## src/core/hcws_pkg.sv

```systemverilog
// Notes on behaviour
// - Function 1 after-run hit sets the timer flag and interrupt; reset or read clears it.
// - The timer flag is produced only in function 1 and stays 0 under any other function.
// - Strap report bit7 gives the pre-regulator topology: 0 buck-boost, 1 buck only.
// - Straps are captured at power-on reset and again on each exit from low-power off.
// - Bit5: reference regulator with external transistor (0) or internal pass device (1).
// - Response bit4 gives the reference regulator voltage, 0 for 3.3 V and 1 for 5.0 V.
// - Response bit3 gives the auxiliary regulator voltage, 0 for 5.0 V and 1 for 3.3 V.
// - Response bit1 gives the deep fail-safe strap, 0 disabled and 1 enabled.
// - Response bit0 gives the debug strap, 0 normal and 1 debug.
// - Wake sources are read with bit15 low, 001001 in bits 14:9; eight flags return in 7:0.
// - Each monitored pin sets its own wake flag when it caused a wake-up.
// - A wake flag in bits 7:1 holds 1 once set and returns to 0 on reset or on a read of the register.
// - The automatic wake flag sits in bit2 of the wake source response.
// - The timer wake flag sits in bit1 and clears on read or reset.
// - Transceiver wake flag in bit0; cleared by reset or a read of the transceiver flags.
package hcws_pkg;
    localparam int FRAME_BITS = 16;
    localparam logic [4:0] FRAME_LEN = 5'h10;
    localparam logic [4:0] CMD_LEN = 5'h07;
    localparam logic [6:0] CMD_TIMER = 7'h06;
    localparam logic [6:0] CMD_STRAP = 7'h08;
    localparam logic [6:0] CMD_WAKE = 7'h09;
    localparam logic [2:0] TIMER_FUNC1 = 3'h0;
    localparam logic STRAP_BIT2_VAL = 1'b1;
    localparam logic STRAP_BIT6_VAL = 1'b0;
    localparam logic [7:0] STRAP_RESET = 8'h04;
    localparam logic [7:0] FLAGS_RESET = 8'h00;
    localparam int STRAP_PREREG_POS = 7;
    localparam int STRAP_RSVD_POS = 6;
    localparam int STRAP_REF_XTR_POS = 5;
    localparam int STRAP_REF_V_POS = 4;
    localparam int STRAP_AUX_V_POS = 3;
    localparam int STRAP_ONE_POS = 2;
    localparam int STRAP_DFS_POS = 1;
    localparam int STRAP_DBG_POS = 0;
    localparam int WAKE_AUTO_POS = 2;
    localparam int WAKE_TIMER_POS = 1;
    localparam int WAKE_PHY_POS = 0;
endpackage

```

## src/core/hcws_frame_if.sv

```systemverilog
interface hcws_frame_if;
    logic [7:0] status_hi;
    logic [6:0] cmd;
    logic cmd_valid;
    logic [7:0] rsp;
    logic frame_end;
    logic frame_ok;

    modport shifter (input status_hi, input rsp, output cmd, output cmd_valid,
        output frame_end, output frame_ok);
    modport core (output status_hi, output rsp, input cmd, input cmd_valid,
        input frame_end, input frame_ok);
endinterface

```

## src/core/hcws_flag.sv

```systemverilog
module hcws_flag #(
    parameter int W = 8
) (
    input wire logic clk, // system clock
    input wire logic rstn, // async reset, active low
    input wire logic [W-1:0] set, // event pulses
    input wire logic [W-1:0] clr, // clear mask
    output logic [W-1:0] q // sticky flags
);
    // set wins over clear in the same cycle
    always_ff @(posedge clk or negedge rstn)
    begin
        if (!rstn)
            q <= '0;
        else
            q <= (q & ~clr) | set;
    end
endmodule

```

## src/core/hcws_spi_slave.sv

```systemverilog
module hcws_spi_slave (
    input wire logic clk, // system clock
    input wire logic rstn, // async reset, active low
    input wire logic sclk, // spi clock, sampled
    input wire logic cs_n, // spi chip select, active low
    input wire logic mosi, // spi data in
    output logic miso, // spi data out
    output logic miso_oe, // miso output enable
    hcws_frame_if.shifter fr // frame events to the core
);
    localparam int FRAME_BITS_M1 = hcws_pkg::FRAME_BITS - 1;

    logic sclk_prev_reg;
    logic cs_prev_reg;
    logic [4:0] bit_cnt_reg;
    logic [15:0] rx_reg;
    logic [15:0] tx_reg;
    logic load_reg;
    logic rise;
    logic fall;
    logic cs_fall;
    logic cs_rise;

    assign rise = sclk & ~sclk_prev_reg & ~cs_n;
    assign fall = ~sclk & sclk_prev_reg & ~cs_n;
    assign cs_fall = ~cs_n & cs_prev_reg;
    assign cs_rise = cs_n & ~cs_prev_reg;
    assign miso = tx_reg[FRAME_BITS_M1];

    // ****************************************
    // edge history
    // ****************************************
    always_ff @(posedge clk or negedge rstn)
    begin
        if (!rstn)
        begin
            sclk_prev_reg <= 1'b0;
            cs_prev_reg <= 1'b1;
            miso_oe <= 1'b0;
        end
        else
        begin
            sclk_prev_reg <= sclk;
            cs_prev_reg <= cs_n;
            miso_oe <= ~cs_n;
        end
    end

    // ****************************************
    // receive side
    // ****************************************
    always_ff @(posedge clk or negedge rstn)
    begin
        if (!rstn)
        begin
            bit_cnt_reg <= 5'h00;
            rx_reg <= 16'h0000;
            fr.cmd <= 7'h00;
            fr.cmd_valid <= 1'b0;
        end
        else
        begin
            fr.cmd_valid <= 1'b0;
            if (cs_fall)
                bit_cnt_reg <= 5'h00;
            else if (rise)
            begin
                rx_reg <= {rx_reg[14:0], mosi};
                if (bit_cnt_reg != 5'h1f)
                    bit_cnt_reg <= bit_cnt_reg + 5'h01;
                if (bit_cnt_reg == hcws_pkg::CMD_LEN - 5'h01)
                begin
                    fr.cmd <= {rx_reg[5:0], mosi};
                    fr.cmd_valid <= 1'b1;
                end
            end
        end
    end

    // full-length frame with read bit low and all data bits zero
    always_ff @(posedge clk or negedge rstn)
    begin
        if (!rstn)
        begin
            fr.frame_end <= 1'b0;
            fr.frame_ok <= 1'b0;
        end
        else
        begin
            fr.frame_end <= cs_rise;
            fr.frame_ok <= cs_rise && bit_cnt_reg == hcws_pkg::FRAME_LEN
                && !rx_reg[15] && rx_reg[8:0] == 9'h000;
        end
    end

    // ****************************************
    // transmit side
    // ****************************************
    always_ff @(posedge clk or negedge rstn)
    begin
        if (!rstn)
        begin
            tx_reg <= 16'h0000;
            load_reg <= 1'b0;
        end
        else
        begin
            load_reg <= fr.cmd_valid;
            if (cs_fall)
                tx_reg <= {fr.status_hi, 8'h00};
            else if (fall)
                tx_reg <= {tx_reg[14:0], 1'b0};
            else if (load_reg)
                tx_reg[13:6] <= fr.rsp;
        end
    end
endmodule

```

## src/core/hcws_top.sv

```systemverilog
module hcws_top (
    input wire logic clk, // system clock
    input wire logic rstn, // async reset, active low
    input wire logic sclk, // spi clock
    input wire logic cs_n, // spi chip select, active low
    input wire logic mosi, // spi data in
    output logic miso, // spi data out
    output logic miso_oe, // miso output enable
    input wire logic [7:0] global_status, // global status for bits 15:8
    input wire logic low_power_off_state, // high while in low-power off
    input wire logic strap_prereg_buck_only, // pre-regulator strap
    input wire logic strap_ref_internal, // reference regulator pass device strap
    input wire logic strap_ref_5v0, // reference regulator voltage strap
    input wire logic strap_aux_3v3, // auxiliary regulator voltage strap
    input wire logic strap_deep_failsafe, // deep fail-safe strap
    input wire logic strap_debug, // debug strap
    input wire logic [2:0] timer_function, // selected timer function
    input wire logic timer_after_run_hit, // pulse, counter reached after-run value
    input wire logic [6:0] timer_status, // timer register bits 7:1
    input wire logic [4:0] pin_wake_evt, // pulses, pins 5,4,3,2,0
    input wire logic auto_wake_evt, // pulse, automatic wake-up
    input wire logic timer_wake_evt, // pulse, timer wake-up
    input wire logic phy_wake_evt, // pulse, can or lin wake-up
    input wire logic phy_flags_read, // pulse, transceiver flags were read
    output logic timer_irq // timer interrupt request
);
    hcws_frame_if fr ();

    logic [7:0] hardware_strap_report_reg;
    logic [7:0] hardware_strap_report_next;
    logic capture_req_reg;
    logic low_power_off_state_prev_reg;
    logic [7:0] rsp_reg;
    logic [7:0] wake_snap_reg;
    logic [6:0] last_cmd_reg;
    logic timer_snap_reg;
    logic [7:0] wakeup_cause_flags;
    logic [7:0] wake_set;
    logic [7:0] wake_clr;
    logic timer_after_run_irq_flag;
    logic timer_set;
    logic timer_clr;
    logic read_done;

    assign fr.status_hi = global_status;
    assign fr.rsp = rsp_reg;
    assign read_done = fr.frame_end & fr.frame_ok;

    hcws_spi_slave u_spi (
        .clk(clk),
        .rstn(rstn),
        .sclk(sclk),
        .cs_n(cs_n),
        .mosi(mosi),
        .miso(miso),
        .miso_oe(miso_oe),
        .fr(fr.shifter)
    );

    // ****************************************
    // strap capture
    // ****************************************
    always_comb
    begin
        hardware_strap_report_next = 8'h00;
        hardware_strap_report_next[hcws_pkg::STRAP_PREREG_POS] = strap_prereg_buck_only;
        hardware_strap_report_next[hcws_pkg::STRAP_RSVD_POS] = hcws_pkg::STRAP_BIT6_VAL;
        hardware_strap_report_next[hcws_pkg::STRAP_REF_XTR_POS] = strap_ref_internal;
        hardware_strap_report_next[hcws_pkg::STRAP_REF_V_POS] = strap_ref_5v0;
        hardware_strap_report_next[hcws_pkg::STRAP_AUX_V_POS] = strap_aux_3v3;
        hardware_strap_report_next[hcws_pkg::STRAP_ONE_POS] = hcws_pkg::STRAP_BIT2_VAL;
        hardware_strap_report_next[hcws_pkg::STRAP_DFS_POS] = strap_deep_failsafe;
        hardware_strap_report_next[hcws_pkg::STRAP_DBG_POS] = strap_debug;
    end

    // capture once after reset release and on each exit from low-power off
    always_ff @(posedge clk or negedge rstn)
    begin
        if (!rstn)
        begin
            capture_req_reg <= 1'b1;
            low_power_off_state_prev_reg <= 1'b0;
            hardware_strap_report_reg <= hcws_pkg::STRAP_RESET;
        end
        else
        begin
            low_power_off_state_prev_reg <= low_power_off_state;
            capture_req_reg <= low_power_off_state_prev_reg & ~low_power_off_state;
            if (capture_req_reg)
                hardware_strap_report_reg <= hardware_strap_report_next;
        end
    end

    // ****************************************
    // wake-up source flags
    // ****************************************
    assign wake_set = {pin_wake_evt, auto_wake_evt,
        timer_wake_evt, phy_wake_evt};

    always_comb
    begin
        wake_clr = 8'h00;
        if (read_done && last_cmd_reg == hcws_pkg::CMD_WAKE)
            wake_clr = wake_snap_reg;
        wake_clr[hcws_pkg::WAKE_PHY_POS] = phy_flags_read;
    end

    hcws_flag #(.W(8)) u_wake (
        .clk(clk),
        .rstn(rstn),
        .set(wake_set),
        .clr(wake_clr),
        .q(wakeup_cause_flags)
    );

    // ****************************************
    // timer after-run flag
    // ****************************************
    assign timer_set = timer_after_run_hit && timer_function == hcws_pkg::TIMER_FUNC1;
    assign timer_clr = (timer_function != hcws_pkg::TIMER_FUNC1)
        || (read_done && last_cmd_reg == hcws_pkg::CMD_TIMER && timer_snap_reg);

    hcws_flag #(.W(1)) u_timer (
        .clk(clk),
        .rstn(rstn),
        .set(timer_set),
        .clr(timer_clr),
        .q(timer_after_run_irq_flag)
    );

    always_ff @(posedge clk or negedge rstn)
    begin
        if (!rstn)
            timer_irq <= 1'b0;
        else
            timer_irq <= timer_after_run_irq_flag;
    end

    // ****************************************
    // response selection
    // ****************************************
    // only what was shifted out gets cleared at frame end
    always_ff @(posedge clk or negedge rstn)
    begin
        if (!rstn)
        begin
            rsp_reg <= 8'h00;
            wake_snap_reg <= hcws_pkg::FLAGS_RESET;
            timer_snap_reg <= 1'b0;
            last_cmd_reg <= 7'h00;
        end
        else if (fr.cmd_valid)
        begin
            last_cmd_reg <= fr.cmd;
            wake_snap_reg <= hcws_pkg::FLAGS_RESET;
            timer_snap_reg <= 1'b0;
            case (fr.cmd)
                hcws_pkg::CMD_STRAP:
                    rsp_reg <= hardware_strap_report_reg;
                hcws_pkg::CMD_WAKE:
                begin
                    rsp_reg <= wakeup_cause_flags;
                    wake_snap_reg <= wakeup_cause_flags;
                    wake_snap_reg[hcws_pkg::WAKE_PHY_POS] <= 1'b0;
                end
                hcws_pkg::CMD_TIMER:
                begin
                    rsp_reg <= {timer_status, timer_after_run_irq_flag};
                    timer_snap_reg <= timer_after_run_irq_flag;
                end
                default:
                    rsp_reg <= 8'h00;
            endcase
        end
    end
endmodule

```

## config.mk

```make
export PLATFORM = sky130hd
export DESIGN_NAME = hcws_top
export DESIGN_NICKNAME = d
export VERILOG_FILES = /design/src/core/hcws_pkg.sv /design/src/core/hcws_frame_if.sv /design/src/core/hcws_flag.sv /design/src/core/hcws_spi_slave.sv /design/src/core/hcws_top.sv
export SDC_FILE = /design/constraint.sdc
export NUM_CORES = 1
export LEC_CHECK = 0
export BUFFER_PORTS_ARGS = -buffer_cell sky130_fd_sc_hd__buf_4
export CELL_PAD_IN_SITES_DETAIL_PLACEMENT = 0
export CELL_PAD_IN_SITES_GLOBAL_PLACEMENT = 1
export CORE_MARGIN = 3
export CORE_UTILIZATION = 38
export DETAILED_ROUTE_END_ITERATION = 6
export PLACE_DENSITY = 0.65
export RECOVER_POWER = 50
export SETUP_SLACK_MARGIN = 0.4
export SLEW_MARGIN = 10
export SYNTH_ARGS = -nofsm -noshare
export SYNTH_HDL_FRONTEND = slang
export SYNTH_SLANG_ARGS = --single-unit
```

## constraint.sdc

```tcl
create_clock -name clk -period 2.6 [get_ports clk]
set_input_delay 0.52 -clock clk [delete_from_list [all_inputs] [get_ports clk]]
set_output_delay 0.52 -clock clk [all_outputs]
set_load 0.05 [all_outputs]
```

* Yosys cells after proc, flatten, opt, wreduce, memory -nomap -nowiden
Cells that the tools add are included.
Storage, ports and cells: register bits 93, input port bits 40, logic and storage cells 85
Operators by class: $add $sub $neg 1, eq/ne operators 8, muxes and demuxes 15, bitwise gates (word level) 20, reductions and logical operators 19
Operator list (count):
- $mux W8 | 4
- $pmux W8 S3 | 1
- $eq A7 B4 Y1 const B | 3
- $mux W16 | 1
- $mux W5 | 3
- $eq A7 B3 Y1 const B | 2
- $and A1 B1 Y1 | 9
- $logic_not A9 Y1 | 1
- $and A8 B8 Y8 | 1
- $not A8 Y8 | 1
- $or A8 B8 Y8 | 1
- $logic_and A1 B1 Y1 | 7
- $not A1 Y1 | 7
- $mux W6 | 1
- $reduce_bool A2 Y1 | 3
- $reduce_bool A3 Y1 | 2
- $add A5 B1 Y5 const B | 1
- $eq A5 B3 Y1 const B | 1
- $eq A5 B5 Y1 const B | 1
- $ne A5 B5 Y1 const B | 1
- $mux W1 | 4
- $reduce_and A2 Y1 | 2
- $logic_not A3 Y1 | 1
- $reduce_and A3 Y1 | 1
- 4 further kinds | 4

* Depth between registers and ports, before layout
depth after elaboration 7, gate-level depth with buffers 7

* Modules after synthesis
A second synthesis with hierarchy kept.
Unflattened totals: cells, all modules 330, area, all modules 3844.9 µm²
Modules (own cells, without submodules):
- hcws_spi_slave | instances 1, cells an instance 170, area each 2026.9 µm², sequential area each 1127.3 µm²
- hcws_top | instances 1, cells an instance 133, area each 1491.4 µm², sequential area each 802.0 µm²
- hcws_flag at u_wake | instances 1, cells an instance 24, area each 290.3 µm², sequential area each 200.2 µm²
- hcws_flag at u_timer | instances 1, cells an instance 3, area each 36.3 µm², sequential area each 25.0 µm²

* Worst setup path before layout
OpenSTA, ideal clock, no wires.
path kind reg-to-reg, from register u_spi.bit_cnt_reg[0], to register u_spi.bit_cnt_reg[3], setup time 0.130 ns, arrival 1.819 ns, required time 2.470 ns, setup slack 0.651 ns, cell stages (with the launch flop) 8, buffers on the path 0, clock period less this slack 1.949 ns, path through dfrtp_1 -> ha_1 -> and3_1 -> ha_1 -> nor4b_2 -> nand4_1 -> xor2_1 -> nor2_1
Between the ends: longest elaborated chain between the ends 4, elaborated cells on any way between the ends 7
Ends and longest elaborated chain:
- start, declared | RTL line hcws_spi_slave.sv:15 | logic [4:0] bit_cnt_reg;
- start signal, assigned | RTL line hcws_spi_slave.sv:70 | bit_cnt_reg <= bit_cnt_reg + 5'h01;
- $add A5 B1 Y5 | RTL line hcws_spi_slave.sv:70
- $mux W5 | RTL line hcws_spi_slave.sv:69 | if (bit_cnt_reg != 5'h1f)
- $mux W5 | RTL line hcws_spi_slave.sv:66 | else if (rise)
- $mux W5 | RTL line hcws_spi_slave.sv:64 | if (cs_fall)
Several ways; a longest one is shown, not always the timed one. The select of a mux whose other input is x is not followed. A chain may end at the register's enable or synchronous reset.

* Worst setup path after layout
Same ends and word-level chain as after synthesis.

==> flow_summary.yaml <==
clock_tree:
  cts_tree: "done"
  path_clk_slew_ns: 0.08
  h-tree-depth: 3
  clock_latency_ns: 0.35
  clockRootBuffer: "clkbuf_8"
  clock-sinks: 86
  cts_max_path_buffers: 2
  cts_made_buffers: 9
timing:
  finalSetupTns_ns: 0
  finalHoldViolCount: 0
  max-slew-margin-rel_pct: 27.0
  fin_crit_ns: 1.97
  maxSlewViolCount: 0
  max_freq_mhz: 508
  fin_skew_ns: 0.00976
  worstMarginPinSlew_ns: 1.10
  setup-violations-final: 0
  rsz0062_at_grt: "no"
  fin_crit_sh_pct: 75.7
critical_path:
  crit_chain: "ha_1 > and3_1 > ha_1 > nor4b_4 > nand4_1 > xor2_1 > nor2_1"
  worstPathRequired_ns: 2.81
  reg2reg_depth: 7
  critPathKind: "flop to flop"
  end_kind: "flop"
  crit_slowest_cell: "nor4b_4"
  setup.worst_path.start: "u_spi.bit_cnt_reg[0]"
  rrSetupSlack_ns: 0.63
  critPathMaxStageDelay_ns: 0.45
  timing.rr.start: "u_spi.bit_cnt_reg[0]"
  cp_common_cell: "ha_1"
  cp_max_fo: 6
  startpoint_type: "flop"
  reg2reg_to: "u_spi.bit_cnt_reg[3]"
  crit_arrival_ns: 2.18
detailed_routing:
  drtIter0Drc: 66
  drc: 0
  drt-total-wl_um: 7220
  ant_nets: 0
  first_pass_iters: 4
  num_vias: 2327
  avgRoutedWirePerCell_um: 15.1
  viasPerCell: 4.87
min_path:
  min_from: "low_power_off_state"
  whs_endpoint: "low_power_off_state_prev_reg"
  worstHoldPathType: "input port to flop"
  holdPathStages: 1
cells_and_area:
  final_area_mm2: 0.00431
  largest_reg_flops: 16
  final_cell_mix: "dfrtp_1 (84), buf_4 (42), mux2_2 (37)"
  drive_gt1_share_pct: 29.8
  nets: 388
  mostFrequentLayoutCell: "dfrtp_1"
  antennaDiodeCount: 0
  areaGrowthSynthToFinish_pct: 18.4
  filler_cell_count: 889
global_routing:
  grt_max_degree: 46
  antenna_found_initial: 0
  grt_pass1_vias: 2449
  grt_pass1_wl_um: 12400
  grt_use_total_pct: 14.3
  gr-total-overflow: 0
status:
  status: "finished, final reports clean"
power_and_ir_drop:
  p_per_area_mw_per_mm2: 638
  ir_worst_vdd_mv: 0.251
  leakagePower_nw: 1.98
yosys:
  synth_cells: 298
  async_flop_share_pct: 100
  synthesis.area_mm2: 0.00364
  syn_area_per_cell_um2: 12.2
  seq_area_frac_synth_pct: 59.2
  syn_nets: 342
  ys_ff_latch: 86
  synth-main-ff-cell: "dfrtp_1"
  yosys.cell_types.count: 44
  synth_warnings: 0
  synth_edf_count: 0
floorplanning:
  dieArea_mm2: 0.0108
  start_util_pct: 39.2
  die_h_um: 104
  coreArea_mm2: 0.00928
  rows: 35
  die_w_um: 104
  ioPinCount: 43
placed_design:
  gp_congestion: 0.734
  dpl_cell_area_mm2: 0.00410
  hpwl_um: 5080
  numPortBuffers: 42
job:
  drv_cap: 0
## critical path: cells and delay by family, from the launching register on
family                   cells  cell delay [ns]
XOR/XNOR                     1             0.15
adder cells (fa/ha/maj)      2             0.42
flip-flops                   1             0.42
AND/OR/NAND/NOR              4             0.84
## routing by layer
metal,vias up,routed length (µm),track usage (%),part of all wire [%]
li1,1148,-,-,-
met1,1139,3540,20.3,49
met2,34,3330,21.1,46
met3,6,283,4.28,3.9
met4,0,72,4.27,1.0
met5,-,0,0,0
## through the flow
| stage | worst slack [ns] | instances | utilization (%) | power (mW) | hold WS, ns |
|---|---|---|---|---|---|
| finish | 0.631 | 478 | 46.4 | 2.75 | 0.304 |
| global route | 0.454 | 478 | 46.4 | 2.88 | 0.296 |
| CTS | 0.465 | 478 | 46.6 | 2.79 | 0.170 |
| detailed placement | 0.453 | 462 | 44.2 | 1.75 | 0.447 |
| global placement | 0.505 | 462 | 44.2 | 1.74 | 0.453 |
| floorplan | 0.651 | 298 | - | 1.62 | 0.224 |
## report_power, final
| part | internal (mW) | total, mW | switching [mW] |
|---|---|---|---|
| sequential | 1.42 | 1.48 | 0.0635 |
| combinational | 0.120 | 0.230 | 0.110 |
| clock | 0.564 | 1.04 | 0.474 |
## kinds of logic (layout without fill, tap and decap cells)
logic type | count (synthesis) | after routing | synth area share [%]
compound gates | 62 | 62 | 10.8
buf+inv | 35 | 86 | 4.06
flops | 86 | 86 | 59.2
mux | 43 | 43 | 13.1
xor+xnor | 3 | 3 | 0.722
simple gates | 65 | 65 | 10.7
fa+ha+maj | 4 | 4 | 1.38
## what timing repair did
action / in CTS / in global routing
endpoints found under the setup margin: 0 / 2
endpoints found under the hold margin: 0 / 0
gates resized for setup: 0 / 1
buffers inserted: 0 / 0
hold buffers: 0 / 0
## Yosys cell counts, types with 4 or more instances
cell	count	share of area, %
nand2_1	12	1.2
a21o_1	8	1.7
mux2_2	37	11
and3_1	4	0.69
nor4_1	4	0.69
a21oi_1	9	1.2
nand3_1	14	1.9
a22oi_1	6	1.2
o21ai_0	16	2.2
dfrtp_1	84	58
buf_2	4	0.55
ha_1	4	1.4
inv_1	21	2.2
clkbuf_1	7	0.72
mux2i_1	5	1.4
nor2_1	12	1.2
a22o_1	4	0.96
o22ai_1	13	2.2
## worst max-delay path by stage
stage          cells after the start  slack [ns]              endpoint
6_report                           7        0.63  u_spi.bit_cnt_reg[3]
3_5_place_dp                       7        0.45  u_spi.bit_cnt_reg[3]
3_3_place_gp                       7        0.50  u_spi.bit_cnt_reg[3]
4_1_cts                            7        0.47  u_spi.bit_cnt_reg[3]
2_1_floorplan                      7        0.65  u_spi.bit_cnt_reg[3]
5_1_grt                            7        0.45  u_spi.bit_cnt_reg[3]
## cell type report
cell class	instances	area, µm²	area share, %
sequential	86	2150	50.0
multi-input combinational	177	1350	31.3
timing repair buffer	49	344	7.99
tap	129	161	3.75
clock buffer	10	138	3.19
clock inverter	6	85.1	1.98
inverter	21	78.8	1.83
Power figures use the tool's default switching activity.
